File: src/adc_cfg_map.vh
`ifndef ADC_CFG_MAP_VH
`define ADC_CFG_MAP_VH

// Register offsets on the serial bus
`define OFS_IFA        15'h0000
`define OFS_CH0_GL     15'h001C
`define OFS_CH0_GH     15'h001D
`define OFS_CH1_GL     15'h001E
`define OFS_CH1_GH     15'h001F
`define OFS_MODES      15'h0020
`define OFS_OSC        15'h0021
`define OFS_PINDRV     15'h0022
`define OFS_PAT0       15'h0023
`define OFS_PAT1       15'h0024
`define OFS_PAT2       15'h0025
`define OFS_PAT3       15'h0026
`define OFS_DIAG       15'h0034
`define OFS_ERR        15'h0035

// Storage slots
`define IDX_IFA        4'h0
`define IDX_CH0_GL     4'h1
`define IDX_CH0_GH     4'h2
`define IDX_CH1_GL     4'h3
`define IDX_CH1_GH     4'h4
`define IDX_MODES      4'h5
`define IDX_OSC        4'h6
`define IDX_PINDRV     4'h7
`define IDX_PAT0       4'h8
`define IDX_PAT1       4'h9
`define IDX_PAT2       4'hA
`define IDX_PAT3       4'hB
`define IDX_DIAG       4'hC
`define IDX_ERR        4'hD
`define IDX_NONE       4'hF
`define NUM_REGS       14
`define LAST_IDX       13

// Reset values
`define RST_IFA        8'h10
`define RST_GAIN_L     8'h00
`define RST_GAIN_H     8'h80
`define RST_ZERO       8'h00
`define RST_PAT01      8'h0F
`define RST_PAT23      8'h5A
`define RST_DIAG       8'h40

// Writable bit masks
`define WM_IFA         8'h81
`define WM_PINDRV      8'h01
`define WM_DIAG        8'h41
`define WM_ERR         8'h01
`define WM_ALL         8'hFF
`define WM_NONE        8'h00

// Interface setup fields
`define BIT_RST_UPPER  7
`define BIT_DIR_SEL    5
`define BIT_SDO_EN     4
`define BIT_RST_LOWER  0

// Serial framing
`define INSTR_LAST     4'hF
`define BYTE_LAST      4'h7
`define BIT_RW         15

`endif

File: src/adc_config_register_bank.v
`timescale 1ns/1ps
`include "adc_cfg_map.vh"

// How it works
// - Soft reset only when bits 7 and 0 are both set in one write.
// - Soft reset restores all registers to defaults except interface setup.
// - Streaming access lowers the address by one after every data byte.
// - Address direction bit 5 is read-only and always reads zero.
// - Writes leave read-only bits untouched, updating only writable bits.
// - Serial accesses are served only while configuration mode is active.
module adc_config_register_bank (
    input  wire        mclk_in,
    input  wire        sys_rst_in,
    input  wire        cfg_mode_in,
    input  wire        sclk_in,
    input  wire        cs_n_in,
    input  wire        sdi_in,
    output wire        sdo_out,
    output wire        sdo_oe_out,
    output wire [15:0] ch0_gain_out,
    output wire [15:0] ch1_gain_out,
    output wire [7:0]  modes_out,
    output wire [7:0]  osc_ctrl_out,
    output wire [7:0]  pin_drive_out,
    output wire [31:0] pattern_out,
    output wire [7:0]  diag_out,
    output wire [7:0]  err_out,
    output wire        soft_reset_out
);

    localparam ST_INSTR = 1'b0;
    localparam ST_DATA  = 1'b1;

    reg  [7:0]  bank_r [0:`LAST_IDX];
    reg         sclk_q_r;
    reg         state_r;
    reg  [3:0]  bit_cnt_r;
    reg  [15:0] shift_r;
    reg  [14:0] addr_r;
    reg         read_r;
    reg  [7:0]  tx_r;
    reg         sdo_r;
    reg         soft_rst_r;
    integer     i;

    // Sclk is sampled by mclk, never used as a clock, so each
    // sclk phase must last at least one mclk period
    wire        active   = cfg_mode_in & ~cs_n_in;
    wire        sclk_up  = active & sclk_in & ~sclk_q_r;
    wire        sclk_dn  = active & ~sclk_in & sclk_q_r;
    wire [15:0] sh_nxt   = {shift_r[14:0], sdi_in};
    // Wraps from zero to the top of the space, never ascends
    wire [14:0] addr_dec = addr_r - 15'h0001;

    function [3:0] slot;
        input [14:0] a;
        begin
            case (a)
                `OFS_IFA:    slot = `IDX_IFA;
                `OFS_CH0_GL: slot = `IDX_CH0_GL;
                `OFS_CH0_GH: slot = `IDX_CH0_GH;
                `OFS_CH1_GL: slot = `IDX_CH1_GL;
                `OFS_CH1_GH: slot = `IDX_CH1_GH;
                `OFS_MODES:  slot = `IDX_MODES;
                `OFS_OSC:    slot = `IDX_OSC;
                `OFS_PINDRV: slot = `IDX_PINDRV;
                `OFS_PAT0:   slot = `IDX_PAT0;
                `OFS_PAT1:   slot = `IDX_PAT1;
                `OFS_PAT2:   slot = `IDX_PAT2;
                `OFS_PAT3:   slot = `IDX_PAT3;
                `OFS_DIAG:   slot = `IDX_DIAG;
                `OFS_ERR:    slot = `IDX_ERR;
                default:     slot = `IDX_NONE;
            endcase
        end
    endfunction

    function [7:0] rst_val;
        input [3:0] s;
        begin
            case (s)
                `IDX_IFA:    rst_val = `RST_IFA;
                `IDX_CH0_GH: rst_val = `RST_GAIN_H;
                `IDX_CH1_GH: rst_val = `RST_GAIN_H;
                `IDX_PAT0:   rst_val = `RST_PAT01;
                `IDX_PAT1:   rst_val = `RST_PAT01;
                `IDX_PAT2:   rst_val = `RST_PAT23;
                `IDX_PAT3:   rst_val = `RST_PAT23;
                `IDX_DIAG:   rst_val = `RST_DIAG;
                default:     rst_val = `RST_ZERO;
            endcase
        end
    endfunction

    // Direction and output-enable bits sit outside the mask
    function [7:0] wmask;
        input [3:0] s;
        begin
            case (s)
                `IDX_IFA:    wmask = `WM_IFA;
                `IDX_PINDRV: wmask = `WM_PINDRV;
                `IDX_DIAG:   wmask = `WM_DIAG;
                `IDX_ERR:    wmask = `WM_ERR;
                `IDX_NONE:   wmask = `WM_NONE;
                default:     wmask = `WM_ALL;
            endcase
        end
    endfunction

    // Unmapped addresses read as zero so a stream may cross gaps
    function [7:0] rd_val;
        input [14:0] a;
        reg   [3:0]  s;
        begin
            s = slot(a);
            if (s == `IDX_NONE) begin
                rd_val = `RST_ZERO;
            end else begin
                rd_val = bank_r[s];
            end
        end
    endfunction

    // Write path: one byte lands at the eighth data rise
    wire [3:0] wr_slot = slot(addr_r);
    wire [7:0] wr_m    = wmask(wr_slot);
    wire       commit  = sclk_up & (state_r == ST_DATA) & ~read_r &
                         (bit_cnt_r == `BYTE_LAST);
    // Both reset bits must come in one byte; a bit left set by an
    // earlier write does not count
    wire       do_rst  = commit & (wr_slot == `IDX_IFA) &
                         sh_nxt[`BIT_RST_UPPER] &
                         sh_nxt[`BIT_RST_LOWER];

    // Register bank: hard reset, soft reset, or one masked byte write
    always @(posedge mclk_in or posedge sys_rst_in) begin
        if (sys_rst_in) begin
            for (i = 0; i < `NUM_REGS; i = i + 1) begin
                bank_r[i] <= rst_val(i[3:0]);
            end
            soft_rst_r <= 1'b0;
        end else begin
            soft_rst_r <= do_rst;
            if (do_rst) begin
                // Interface setup keeps its old value
                for (i = 1; i < `NUM_REGS; i = i + 1) begin
                    bank_r[i] <= rst_val(i[3:0]);
                end
            end else if (commit && wr_slot != `IDX_NONE) begin
                bank_r[wr_slot] <= (bank_r[wr_slot] & ~wr_m) |
                                   (sh_nxt[7:0] & wr_m);
            end
        end
    end

    // Serial framing: 16-bit instruction, then bytes, MSB first
    always @(posedge mclk_in or posedge sys_rst_in) begin
        if (sys_rst_in) begin
            sclk_q_r  <= 1'b0;
            state_r   <= ST_INSTR;
            bit_cnt_r <= 4'h0;
            shift_r   <= 16'h0000;
            addr_r    <= 15'h0000;
            read_r    <= 1'b0;
            tx_r      <= 8'h00;
            sdo_r     <= 1'b0;
        end else begin
            sclk_q_r <= sclk_in;
            if (!active) begin
                // Frame end or mode exit abandons any partial byte
                state_r   <= ST_INSTR;
                bit_cnt_r <= 4'h0;
            end else if (sclk_up) begin
                shift_r   <= sh_nxt;
                bit_cnt_r <= bit_cnt_r + 4'h1;
                case (state_r)
                    ST_INSTR: begin
                        // First byte loads now so bit 7 is ready at the fall
                        if (bit_cnt_r == `INSTR_LAST) begin
                            state_r   <= ST_DATA;
                            bit_cnt_r <= 4'h0;
                            read_r    <= sh_nxt[`BIT_RW];
                            addr_r    <= sh_nxt[14:0];
                            tx_r      <= rd_val(sh_nxt[14:0]);
                        end
                    end
                    ST_DATA: begin
                        if (bit_cnt_r == `BYTE_LAST) begin
                            bit_cnt_r <= 4'h0;
                            addr_r    <= addr_dec;
                            tx_r      <= rd_val(addr_dec);
                        end
                    end
                    default: begin
                        state_r <= ST_INSTR;
                    end
                endcase
            end else if (sclk_dn && state_r == ST_DATA) begin
                // Present on the falling edge so the host samples on rise
                sdo_r <= tx_r[7];
                tx_r  <= {tx_r[6:0], 1'b0};
            end
        end
    end

    assign sdo_out        = sdo_r;
    // Driver only on during the data phase of a selected read
    assign sdo_oe_out     = active & (state_r == ST_DATA) & read_r &
                            bank_r[`IDX_IFA][`BIT_SDO_EN];

    assign ch0_gain_out   = {bank_r[`IDX_CH0_GH], bank_r[`IDX_CH0_GL]};
    assign ch1_gain_out   = {bank_r[`IDX_CH1_GH], bank_r[`IDX_CH1_GL]};
    assign modes_out      = bank_r[`IDX_MODES];
    assign osc_ctrl_out   = bank_r[`IDX_OSC];
    assign pin_drive_out  = bank_r[`IDX_PINDRV];
    assign pattern_out    = {bank_r[`IDX_PAT3], bank_r[`IDX_PAT2],
                             bank_r[`IDX_PAT1], bank_r[`IDX_PAT0]};
    assign diag_out       = bank_r[`IDX_DIAG];
    assign err_out        = bank_r[`IDX_ERR];
    assign soft_reset_out = soft_rst_r;

endmodule

File: config.mk
export PLATFORM = sky130hd
export DESIGN_NAME = adc_config_register_bank
export DESIGN_NICKNAME = d
export VERILOG_FILES = /design/src/adc_config_register_bank.v
export VERILOG_INCLUDE_DIRS = /design/src /design/src/src
export SDC_FILE = /design/constraint.sdc
export NUM_CORES = 1
export LEC_CHECK = 0
export BUFFER_PORTS_ARGS = -buffer_cell sky130_fd_sc_hd__buf_2
export CORE_MARGIN = 2
export CORE_UTILIZATION = 35
export CTS_BUF_LIST = sky130_fd_sc_hd__clkbuf_16
export DETAILED_ROUTE_END_ITERATION = 7
export SLEW_MARGIN = 20
export SYNTH_ARGS = -nofsm -noshare
export SYNTH_HDL_FRONTEND = slang
export SYNTH_SLANG_ARGS = --single-unit
File: constraint.sdc
create_clock -name mclk_in -period 6.24 [get_ports mclk_in]
set_clock_uncertainty 0.2 [all_clocks]
set_input_delay 0 -clock mclk_in [delete_from_list [all_inputs] [get_ports mclk_in]]
set_output_delay 0 -clock mclk_in [all_outputs]
set_load 0.01 [all_outputs]
==> tab_implementation.tex, run 1 <==
\begin{tabular}{lr}
\hline
Metric & Value \\
\hline
\multicolumn{2}{l}{\textbf{Outcome}} \\
Result of the run & completed \\
\multicolumn{2}{l}{\textbf{Yosys}} \\
Async set-reset flop share out of synthesis & 100\% \\
Warning count from the yosys run & 0 \\
Share of synthesized area occupied by flip-flops and latches & 37.6\% \\
Dominant combinational cell family by area after synthesis & simple AND/OR/NAND/NOR gates \\
Share of synthesized area spent on multiplexers & 10.1\% \\
Total nets after synthesis & 1214 \\
Syn Inst Count & 1194 \\
Mean Syn Cell Area & 8.91 sq um \\
Synthesis-stage register bit count & 159 \\
Synth Flop Type & sky130\_fd\_sc\_hd\_\_dfrtp\_1 \\
Fraction of synthesized cell area in xor and xnor cells & 0.976\% \\
Area share of fa/ha/maj cells after synthesis & 1.65\% \\
Synthesized-area fraction occupied by and/or/nand/nor cells & 20.1\% \\
Area fraction in compound gates after synthesis & 17.8\% \\
EDFF count, synth & 0 \\
Number of distinct library cells after synthesis & 85 \\
Synthesized cell area & 0.0106 sq mm \\
\multicolumn{2}{l}{\textbf{Timing}} \\
Highest Clock Rate & 0.217 GHz \\
Worst Tran Pin Value & 1.18 ns \\
Final critical delay including setup and external delays & 4.61 ns \\
Final count of pins violating max slew & 0 \\
RSZ-0062 raised after global routing & false \\
Normalized max-slew margin & 20.4\% \\
Total negative slack & 0 ns \\
Setup violations, final & 0 \\
Period utilization & 73.9\% \\
Number of hold-slack violations in the final timing report & 0 \\
\multicolumn{2}{l}{\textbf{Critical path}} \\
Flop-to-flop setup slack & 1.63 ns \\
FF-to-FF path depth & 11 \\
Start point of the critical path & addr\_r[0]\$\_DFFE\_PP0P\_ \\
Ordered list of cells on the worst path & inv\_1 -> ha\_1 -> ha\_1 -> mux2i\_1 -> o2bb2ai\_1 -> a2bb2oi\_4 -> nor3\_4 -> buf\_4 -> mux2\_1 -> a21oi\_1 -> a31oi\_1 \\
Nature of the critical path startpoint & register \\
Worst Setup EP & tx\_r[6]\$\_DFFE\_PP0P\_ \\
Peak fanout along the critical path & 18 \\
Endpoint of the most critical register-to-register path & tx\_r[6]\$\_DFFE\_PP0P\_ \\
Stage delay of the slowest cell on the critical path & 0.85 ns \\
Most prevalent standard cell on the critical path & sky130\_fd\_sc\_hd\_\_ha\_1 \\
Critical-path top delay cell & sky130\_fd\_sc\_hd\_\_nor3\_4 \\
Worst setup path category & register to register \\
Type of destination of the critical path & register \\
Reg2Reg Launch Point & addr\_r[0]\$\_DFFE\_PP0P\_ \\
Signal arrival time at the worst endpoint & 4.73 ns \\
Required time of the critical path & 6.36 ns \\
\multicolumn{2}{l}{\textbf{Routing}} \\
Antenna Nets Post-Route & 0 \\
TritonRoute pass-1 iters & 7 \\
Remaining routing DRC violations & 0 \\
Average wire length per cell after detail routing & 22.8 um \\
Via-to-Cell Ratio & 5.84 \\
Routed Wire Length & 35.6 mm \\
Vias after detailed routing & 9139 \\
Violation count after the first detailed-routing iteration & 1028 \\
\multicolumn{2}{l}{\textbf{Worst hold path}} \\
Classification of the worst-slack hold path & input port to register \\
\multicolumn{2}{l}{\textbf{Clock tree}} \\
Quantity of hold-fixing buffers added after cts & 6 \\
Number of buffers added by the clock tree synthesis step & 17 \\
Worst-path clk slew & 0.07 ns \\
Clock Path Buffers & 2 \\
Number of clock sinks & 159 \\
Number of H-tree levels & 4 \\
Total setup buffers inserted after CTS & 0 \\
Worst-skew pair later-pin latency & 0.44 ns \\
CTS tree & done \\
CTS-repair resized insts & 0 \\
CTS Root Buffer Type & sky130\_fd\_sc\_hd\_\_clkbuf\_16 \\
\multicolumn{2}{l}{\textbf{Floorplan}} \\
Full die area & 0.0318 sq mm \\
Die height & 178 um \\
Die outline width & 178 um \\
Initial cell density of the core & 35.7\% \\
Floorplan row count & 63 \\
Area of the core region & 0.0298 sq mm \\
Ports placed on the boundary & 113 \\
\multicolumn{2}{l}{\textbf{Finish}} \\
Final design area excluding fillers & 0.0113 sq mm \\
Number of nets in the layout & 1182 \\
Area growth from synthesis to final layout & 6.05\% \\
Layout cells sized above 1 & 19.5\% \\
\multicolumn{2}{l}{\textbf{GRT}} \\
Maximum number of pins on one net before global-route repair & 94 \\
Total global-route track usage & 22.6\% \\
Number of global-route vias before repair & 8630 \\
GR Overflow Total & 0 \\
Number of antenna violations at the first check in global routing & 0 \\
Wire length of the first global-routing pass & 54.2 mm \\
\multicolumn{2}{l}{\textbf{Place}} \\
Buffers on Ports & 112 \\
Routability congestion estimate & 0.917 \\
Placed wire-length estimate after detailed placement & 25.6 mm \\
Placed standard-cell area & 0.0106 sq mm \\
\multicolumn{2}{l}{\textbf{Pwr}} \\
Leakage & 5.25 nW \\
Power density cells & 221 mW/mm\^{}2 \\
Max VDD drop & 0.185 mV \\
\multicolumn{2}{l}{\textbf{Job}} \\
Max-cap violations & 0 \\
\hline
\end{tabular}
cells by family after synthesis:
family / count (synthesis)
adder cells (fa/ha/maj): 14
AO/OA/AOI/OAI: 291
flip-flops: 159
multiplexers: 97
AND/OR/NAND/NOR: 426
XOR/XNOR: 11
buffers and inverters: 196
placed cells by master, fill, tap and decap left out, drive strengths merged, types with 6 or more instances in the layout:
cell	netlist	routed
clkbuf	45	17
dfstp	20	20
dfrtp	139	139
mux4	7	7
o31ai	9	9
mux2i	75	75
a31oi	16	16
inv	14	17
xnor2	8	8
clkinv	0	7
nand3	83	83
or2	8	8
ha	14	14
nand2b	8	8
a21o	6	6
nor3	21	21
o2111ai	6	6
nor2	50	50
mux2	15	15
nor2b	8	8
nand4	14	14
and2	31	31
nand2	158	158
dlygate4sd3	0	6
buf	137	125
and3	11	11
o21ai	126	126
or3	11	11
o211ai	7	7
a211oi	10	10
nor4	7	7
a21oi	45	45
a311oi	8	8
critical path: cells and delay by family (launching register included):
| kind | cells | cell delay (ns) |
|---|---|---|
| multiplexers | 2 | 0.48 |
| adder cells (fa/ha/maj) | 2 | 1.00 |
| buffers and inverters | 2 | 0.54 |
| flip-flops | 1 | 0.71 |
| AND/OR/NAND/NOR | 1 | 0.85 |
| AO/OA/AOI/OAI | 4 | 0.69 |
sequential cells by signal, indices dropped and copies added (netlist names):
register        flops
state_r             1
shift_r            15
ch1_gain_out       16
bank_r              8
diag_out            8
osc_ctrl_out        8
bit_cnt_r           4
modes_out           8
pin_drive_out       8
read_r              1
sclk_q_r            1
pattern_out        32
err_out             8
soft_reset_out      1
addr_r             15
sdo_out             1
ch0_gain_out       16
tx_r                8
per-stage QoR:
stage                     total power, mW  worst slack, ns  hold WS (ns)  std cells  util (%)
after floorplan                      1.31             1.78        -0.169       1194         -
after global placement               1.41             1.63       -0.0536       1526      35.6
after detailed placement             1.42             1.50       -0.0465       1526      35.6
after CTS                            2.50             1.49        0.0305       1564      37.8
after global routing                 2.57             1.37        0.0609       1565      37.8
final                                2.50             1.63        0.0447       1566      37.9
routing by layer:
layer / global-route usage [%] / vias to the layer above / wire length [um]
met3: 3.56 / 45 / 2250
li1: - / 4157 / -
met1: 33.0 / 4557 / 16500
met2: 34.6 / 380 / 16100
met4: 6.30 / 0 / 786
met5: 0 / - / 0
synth_stat cells (4+ instances only):
master / instances / area share, %
sky130_fd_sc_hd__nand3_1: 83 / 3.9
sky130_fd_sc_hd__or3_1: 11 / 0.65
sky130_fd_sc_hd__o2111ai_1: 6 / 0.49
sky130_fd_sc_hd__a21oi_1: 45 / 2.1
sky130_fd_sc_hd__inv_1: 14 / 0.49
sky130_fd_sc_hd__and2_1: 29 / 1.7
sky130_fd_sc_hd__o21ai_1: 18 / 0.85
sky130_fd_sc_hd__xnor2_1: 7 / 0.58
sky130_fd_sc_hd__nor2_1: 50 / 1.8
sky130_fd_sc_hd__a311oi_1: 7 / 0.58
sky130_fd_sc_hd__buf_4: 109 / 7.7
sky130_fd_sc_hd__a211o_1: 5 / 0.41
sky130_fd_sc_hd__nor4_1: 4 / 0.24
sky130_fd_sc_hd__nand2b_1: 7 / 0.41
sky130_fd_sc_hd__mux4_2: 7 / 1.5
sky130_fd_sc_hd__or2_2: 7 / 0.41
sky130_fd_sc_hd__and3_1: 11 / 0.65
sky130_fd_sc_hd__o211ai_1: 7 / 0.49
sky130_fd_sc_hd__a221oi_1: 5 / 0.41
sky130_fd_sc_hd__o221ai_1: 5 / 0.41
sky130_fd_sc_hd__nor2b_1: 8 / 0.47
sky130_fd_sc_hd__dfstp_2: 20 / 4.9
sky130_fd_sc_hd__ha_1: 14 / 1.6
sky130_fd_sc_hd__dfrtp_1: 139 / 33
sky130_fd_sc_hd__o211a_1: 5 / 0.47
sky130_fd_sc_hd__a21o_1: 6 / 0.42
sky130_fd_sc_hd__o311a_1: 5 / 0.47
sky130_fd_sc_hd__nand4_1: 14 / 0.82
sky130_fd_sc_hd__o21ai_0: 106 / 5.0
sky130_fd_sc_hd__a31oi_1: 16 / 0.94
sky130_fd_sc_hd__nand2_1: 156 / 5.5
sky130_fd_sc_hd__clkbuf_1: 45 / 1.6
sky130_fd_sc_hd__mux2i_1: 75 / 7.1
sky130_fd_sc_hd__o31ai_1: 8 / 0.56
sky130_fd_sc_hd__buf_2: 16 / 0.75
sky130_fd_sc_hd__buf_6: 10 / 1.1
sky130_fd_sc_hd__a211oi_1: 10 / 0.71
sky130_fd_sc_hd__o32ai_1: 4 / 0.33
sky130_fd_sc_hd__mux2_2: 12 / 1.3
sky130_fd_sc_hd__nor3_1: 17 / 0.80
final cells by class:
class                           count  area [sq um]
Sequential cell                   159          4000
Timing Repair Buffer              131           738
Tap cell                          390           488
Multi-Input combinational cell    839          5400
Inverter                           14          57.6
Clock buffer                       17           425
Clock inverter                     15           169
Fill cell                        3053         18500
Antenna cell                        1          2.50
power by group:
group | total [mW] | switching [mW] | internal (mW) | leakage [nW]
Clock | 1.09 | 0.464 | 0.627 | 0.288
Combinational | 0.308 | 0.220 | 0.0877 | 2.85
Sequential | 1.10 | 0.0470 | 1.05 | 2.11
worst min-delay path by stage:
stage / start / to / slack, ns / depth (start not counted)
6_report: sclk_in / sclk_q_r$_DFF_PP0_ / 0.04 / 2
5_1_grt: sclk_in / sclk_q_r$_DFF_PP0_ / 0.06 / 2
4_1_cts: sclk_in / sclk_q_r$_DFF_PP0_ / 0.03 / 2
3_5_place_dp: sclk_in / sclk_q_r$_DFF_PP0_ / -0.05 / 1
3_3_place_gp: sclk_in / sclk_q_r$_DFF_PP0_ / -0.05 / 1
2_1_floorplan: sclk_in / sclk_q_r$_DFF_PP0_ / -0.17 / 0
Note: power is estimated with default switching activity, not from simulation.
==> run 2: changes to the inputs <==
==> constraint.sdc (replaced) <==
create_clock -name mclk_in -period 3.9 [get_ports mclk_in]
set_clock_uncertainty 0.2 [all_clocks]
set_input_delay 0 -clock mclk_in [delete_from_list [all_inputs] [get_ports mclk_in]]
set_output_delay 0 -clock mclk_in [all_outputs]
set_load 0.01 [all_outputs]
==> run 2 against run 1 <==
Effect of this change: clock power grew 63%; final cell count grew 1.8%; combinational power grew 80%; clock-buffer cell count is the same; flip-flop and latch count is the same; power grew 63%; utilization grew 0.94 points; sequential power grew 57%; hold slack gained 0.0042 ns; non-clock buffer count grew 29.
==> tab_implementation.tex, run 2 (synthesis gave the netlist of run 1 again) <==
\begin{tabular}{lr}
\hline
Metric & Value \\
\hline
\multicolumn{2}{l}{\textbf{Pwr}} \\
Sw frac & 29.5\% (+0.26 points) \\
Proportion of power drawn by the clock network & 43.7\% (about the same) \\
Register share of total power & 42.6\% (-1.4 points) \\
Leakage & 5.40 nW (+2.8\%) \\
Comb pwr share & 13.6\% (+1.3 points) \\
Max VDD drop & 0.269 mV (+45\%) \\
Total power & 4.06 mW (+63\%) \\
Cell internal pwr & 2.86 mW (+62\%) \\
Power density cells & 352 mW/mm\^{}2 (+59\%) \\
Sw Pwr & 1.20 mW (+64\%) \\
\multicolumn{2}{l}{\textbf{Floorplan}} \\
Die outline width & 178 um (unchanged) \\
Full die area & 0.0318 sq mm (unchanged) \\
Area of the core region & 0.0298 sq mm (unchanged) \\
Ports placed on the boundary & 113 (unchanged) \\
Floorplan row count & 63 (unchanged) \\
Die height & 178 um (unchanged) \\
Initial cell density of the core & 35.7\% (unchanged) \\
\multicolumn{2}{l}{\textbf{Timing}} \\
RSZ-0062 raised after global routing & false \\
Number of hold-slack violations in the final timing report & 0 (unchanged) \\
Highest Clock Rate & 0.265 GHz (+22\%) \\
Final count of pins violating max slew & 0 (unchanged) \\
Final critical delay including setup and external delays & 3.77 ns (-0.841 ns) \\
Setup violations, final & 0 (unchanged) \\
Worst Tran Pin Value & 0.973 ns (-0.211 ns) \\
Period utilization & 96.7\% (+23 points) \\
Normalized max-slew margin & 35.1\% (+15 points) \\
Total negative slack & 0 ns (unchanged) \\
\multicolumn{2}{l}{\textbf{Routing}} \\
Violation count after the first detailed-routing iteration & 788 (-23\%) \\
Average wire length per cell after detail routing & 22.2 um (-2.3\%) \\
Routed Wire Length & 35.4 mm (-0.57\%) \\
Vias after detailed routing & 9166 (+0.30\%) \\
Via-to-Cell Ratio & 5.75 (-1.5\%) \\
TritonRoute pass-1 iters & 7 (unchanged) \\
Antenna Nets Post-Route & 0 (unchanged) \\
Remaining routing DRC violations & 0 (unchanged) \\
\multicolumn{2}{l}{\textbf{Critical path}} \\
Signal arrival time at the worst endpoint & 3.86 ns (-0.87 ns) \\
Type of destination of the critical path & register \\
Critical-path top delay cell & sky130\_fd\_sc\_hd\_\_or4\_1 \\
Required time of the critical path & 3.99 ns (-2.37 ns) \\
Nature of the critical path startpoint & register \\
Ordered list of cells on the worst path & or4\_1 -> nor4\_2 -> xnor2\_1 -> nand4\_1 -> nor3\_4 -> buf\_12 -> mux2\_2 -> o2111ai\_1 -> a32oi\_1 \\
Worst setup path category & register to register \\
Stage delay of the slowest cell on the critical path & 0.63 ns (-0.22 ns) \\
Peak fanout along the critical path & 24 (+6) \\
\multicolumn{2}{l}{\textbf{Clock tree}} \\
Number of H-tree levels & 4 (unchanged) \\
Number of buffers added by the clock tree synthesis step & 17 (unchanged) \\
Worst-path clk slew & 0.07 ns (about the same) \\
CTS tree & done \\
Clock Path Buffers & 2 (unchanged) \\
Total setup buffers inserted after CTS & 0 (unchanged) \\
Worst-skew pair later-pin latency & 0.44 ns (about the same) \\
Number of clock sinks & 159 (unchanged) \\
CTS Root Buffer Type & sky130\_fd\_sc\_hd\_\_clkbuf\_16 \\
\multicolumn{2}{l}{\textbf{Finish}} \\
Final Non-Filler Cells & 1594 (+1.8\%) \\
Number of nets in the layout & 1211 (+2.5\%) \\
Most common cell after layout, fill and taps aside & sky130\_fd\_sc\_hd\_\_nand2\_1 \\
Layout cells sized above 1 & 21.8\% (+2.3 points) \\
\# fillers & 3090 (+1.2\%) \\
Commonest cells after routing, fill and taps aside & sky130\_fd\_sc\_hd\_\_nand2\_1, sky130\_fd\_sc\_hd\_\_dfrtp\_1, sky130\_fd\_sc\_hd\_\_buf\_2 \\
Number of diodes & 0 (-1) \\
Flip-flop count of the largest register, all copies and words added & 32 (unchanged) \\
Area growth from synthesis to final layout & 8.68\% \\
Final design area excluding fillers & 0.0116 sq mm (+2.5\%) \\
\multicolumn{2}{l}{\textbf{Outcome}} \\
Result of the run & completed \\
\multicolumn{2}{l}{\textbf{Place}} \\
Buffers on Ports & 112 (unchanged) \\
Placed standard-cell area & 0.0109 sq mm (+2.6\%) \\
Placed wire-length estimate after detailed placement & 25.6 mm (-0.19\%) \\
Cells after DPL & 1556 (+2.0\%) \\
Routability congestion estimate & 0.939 (+2.5\%) \\
\multicolumn{2}{l}{\textbf{Worst hold path}} \\
Classification of the worst-slack hold path & input port to register \\
\multicolumn{2}{l}{\textbf{GRT}} \\
Wire length of the first global-routing pass & 54.2 mm (about the same) \\
GR Overflow Total & 0 (unchanged) \\
Maximum number of pins on one net before global-route repair & 160 (+70\%) \\
Total global-route track usage & 22.7\% (+0.11 points) \\
Number of global-route vias before repair & 8833 (+2.4\%) \\
Number of antenna violations at the first check in global routing & 1 (+1) \\
\multicolumn{2}{l}{\textbf{Job}} \\
Max-cap violations & 0 (unchanged) \\
\hline
\end{tabular}
## run 2: changes by cell type in the layout (fill, tap and decap cells not counted), sizes merged
cell	change
buf	+29
clkinv	-2
clkinvlp	+1
diode	-1
inv	+1
## run 2: final cells by class
type	count	area, sq um	share of cell area [%]
multi-input cells	839	5420	46.9
clock inverters	15	183	1.58
inverters	14	56.3	0.487
repair buffers	160	986	8.53
flip-flops and latches	159	4000	34.6
clock buffers	17	425	3.68
well taps	390	488	4.22
## run 2: per-stage QoR
step	setup WS, ns	hold slack [ns]	utilization [%]
after floorplan	0.461	-0.169	-
after global placement	0.151	-0.0509	36.5
after detailed placement	0.0200	-0.0411	36.5
after CTS	0.171	0.0483	38.7
after global routing	0.0127	0.0499	38.8
final	0.131	0.0489	38.8
## run 2: path summary, 6_finish.rpt
kind	startpoint	end	slack, ns	cells past startpoint
worst max-delay path	addr_r[7]$_DFFE_PP0P_	tx_r[4]$_DFFE_PP0P_	0.13	9
worst min-delay path	sclk_in	sclk_q_r$_DFF_PP0_	0.05	2
max in group asynchronous	sys_rst_in	shift_r[8]$_DFFE_PP0P_	2.61	4
worst min register to register	bank_r[106]$_DFFE_PP0P_	bank_r[106]$_DFFE_PP0P_	0.21	0
worst max register to register	addr_r[7]$_DFFE_PP0P_	tx_r[4]$_DFFE_PP0P_	0.13	9
min in group asynchronous	sys_rst_in	pattern_out[29]$_DFFE_PP0P_	0.11	4
## run 2: critical path, delay by kind of cell, from the launching register on
family	cells	cell delay, ns
simple gates	4	1.46
flops	1	0.47
buf+inv	1	0.24
compound gates	2	0.62
xor+xnor	1	0.24
mux	1	0.36
## run 2: power by group through the flow
| stage | sequential [mW] | clock (mW) | combinational [mW] |
|---|---|---|---|
| floorplan | 1.73 | 0 | 0.361 |
| global placement | 1.76 | 0 | 0.540 |
| detailed placement | 1.76 | 0 | 0.539 |
| CTS | 1.73 | 1.80 | 0.546 |
| global route | 1.74 | 1.88 | 0.593 |
| finish | 1.73 | 1.78 | 0.553 |
## run 2: routing by layer
metal  global-route usage, %  up-vias  routed length [um]
met5                       0        -                  13
met4                    7.76        2                1050
met2                    35.2      361               16200
li1                        -     4193                   -
met1                    31.4     4544               15600
met3                    5.01       66                2590
## run 2: timing repair
item,CTS,global route
hold buffers,6,0
hold endpoints to repair,153,0
gates resized for setup,1,4
endpoints found under the setup margin,1,8
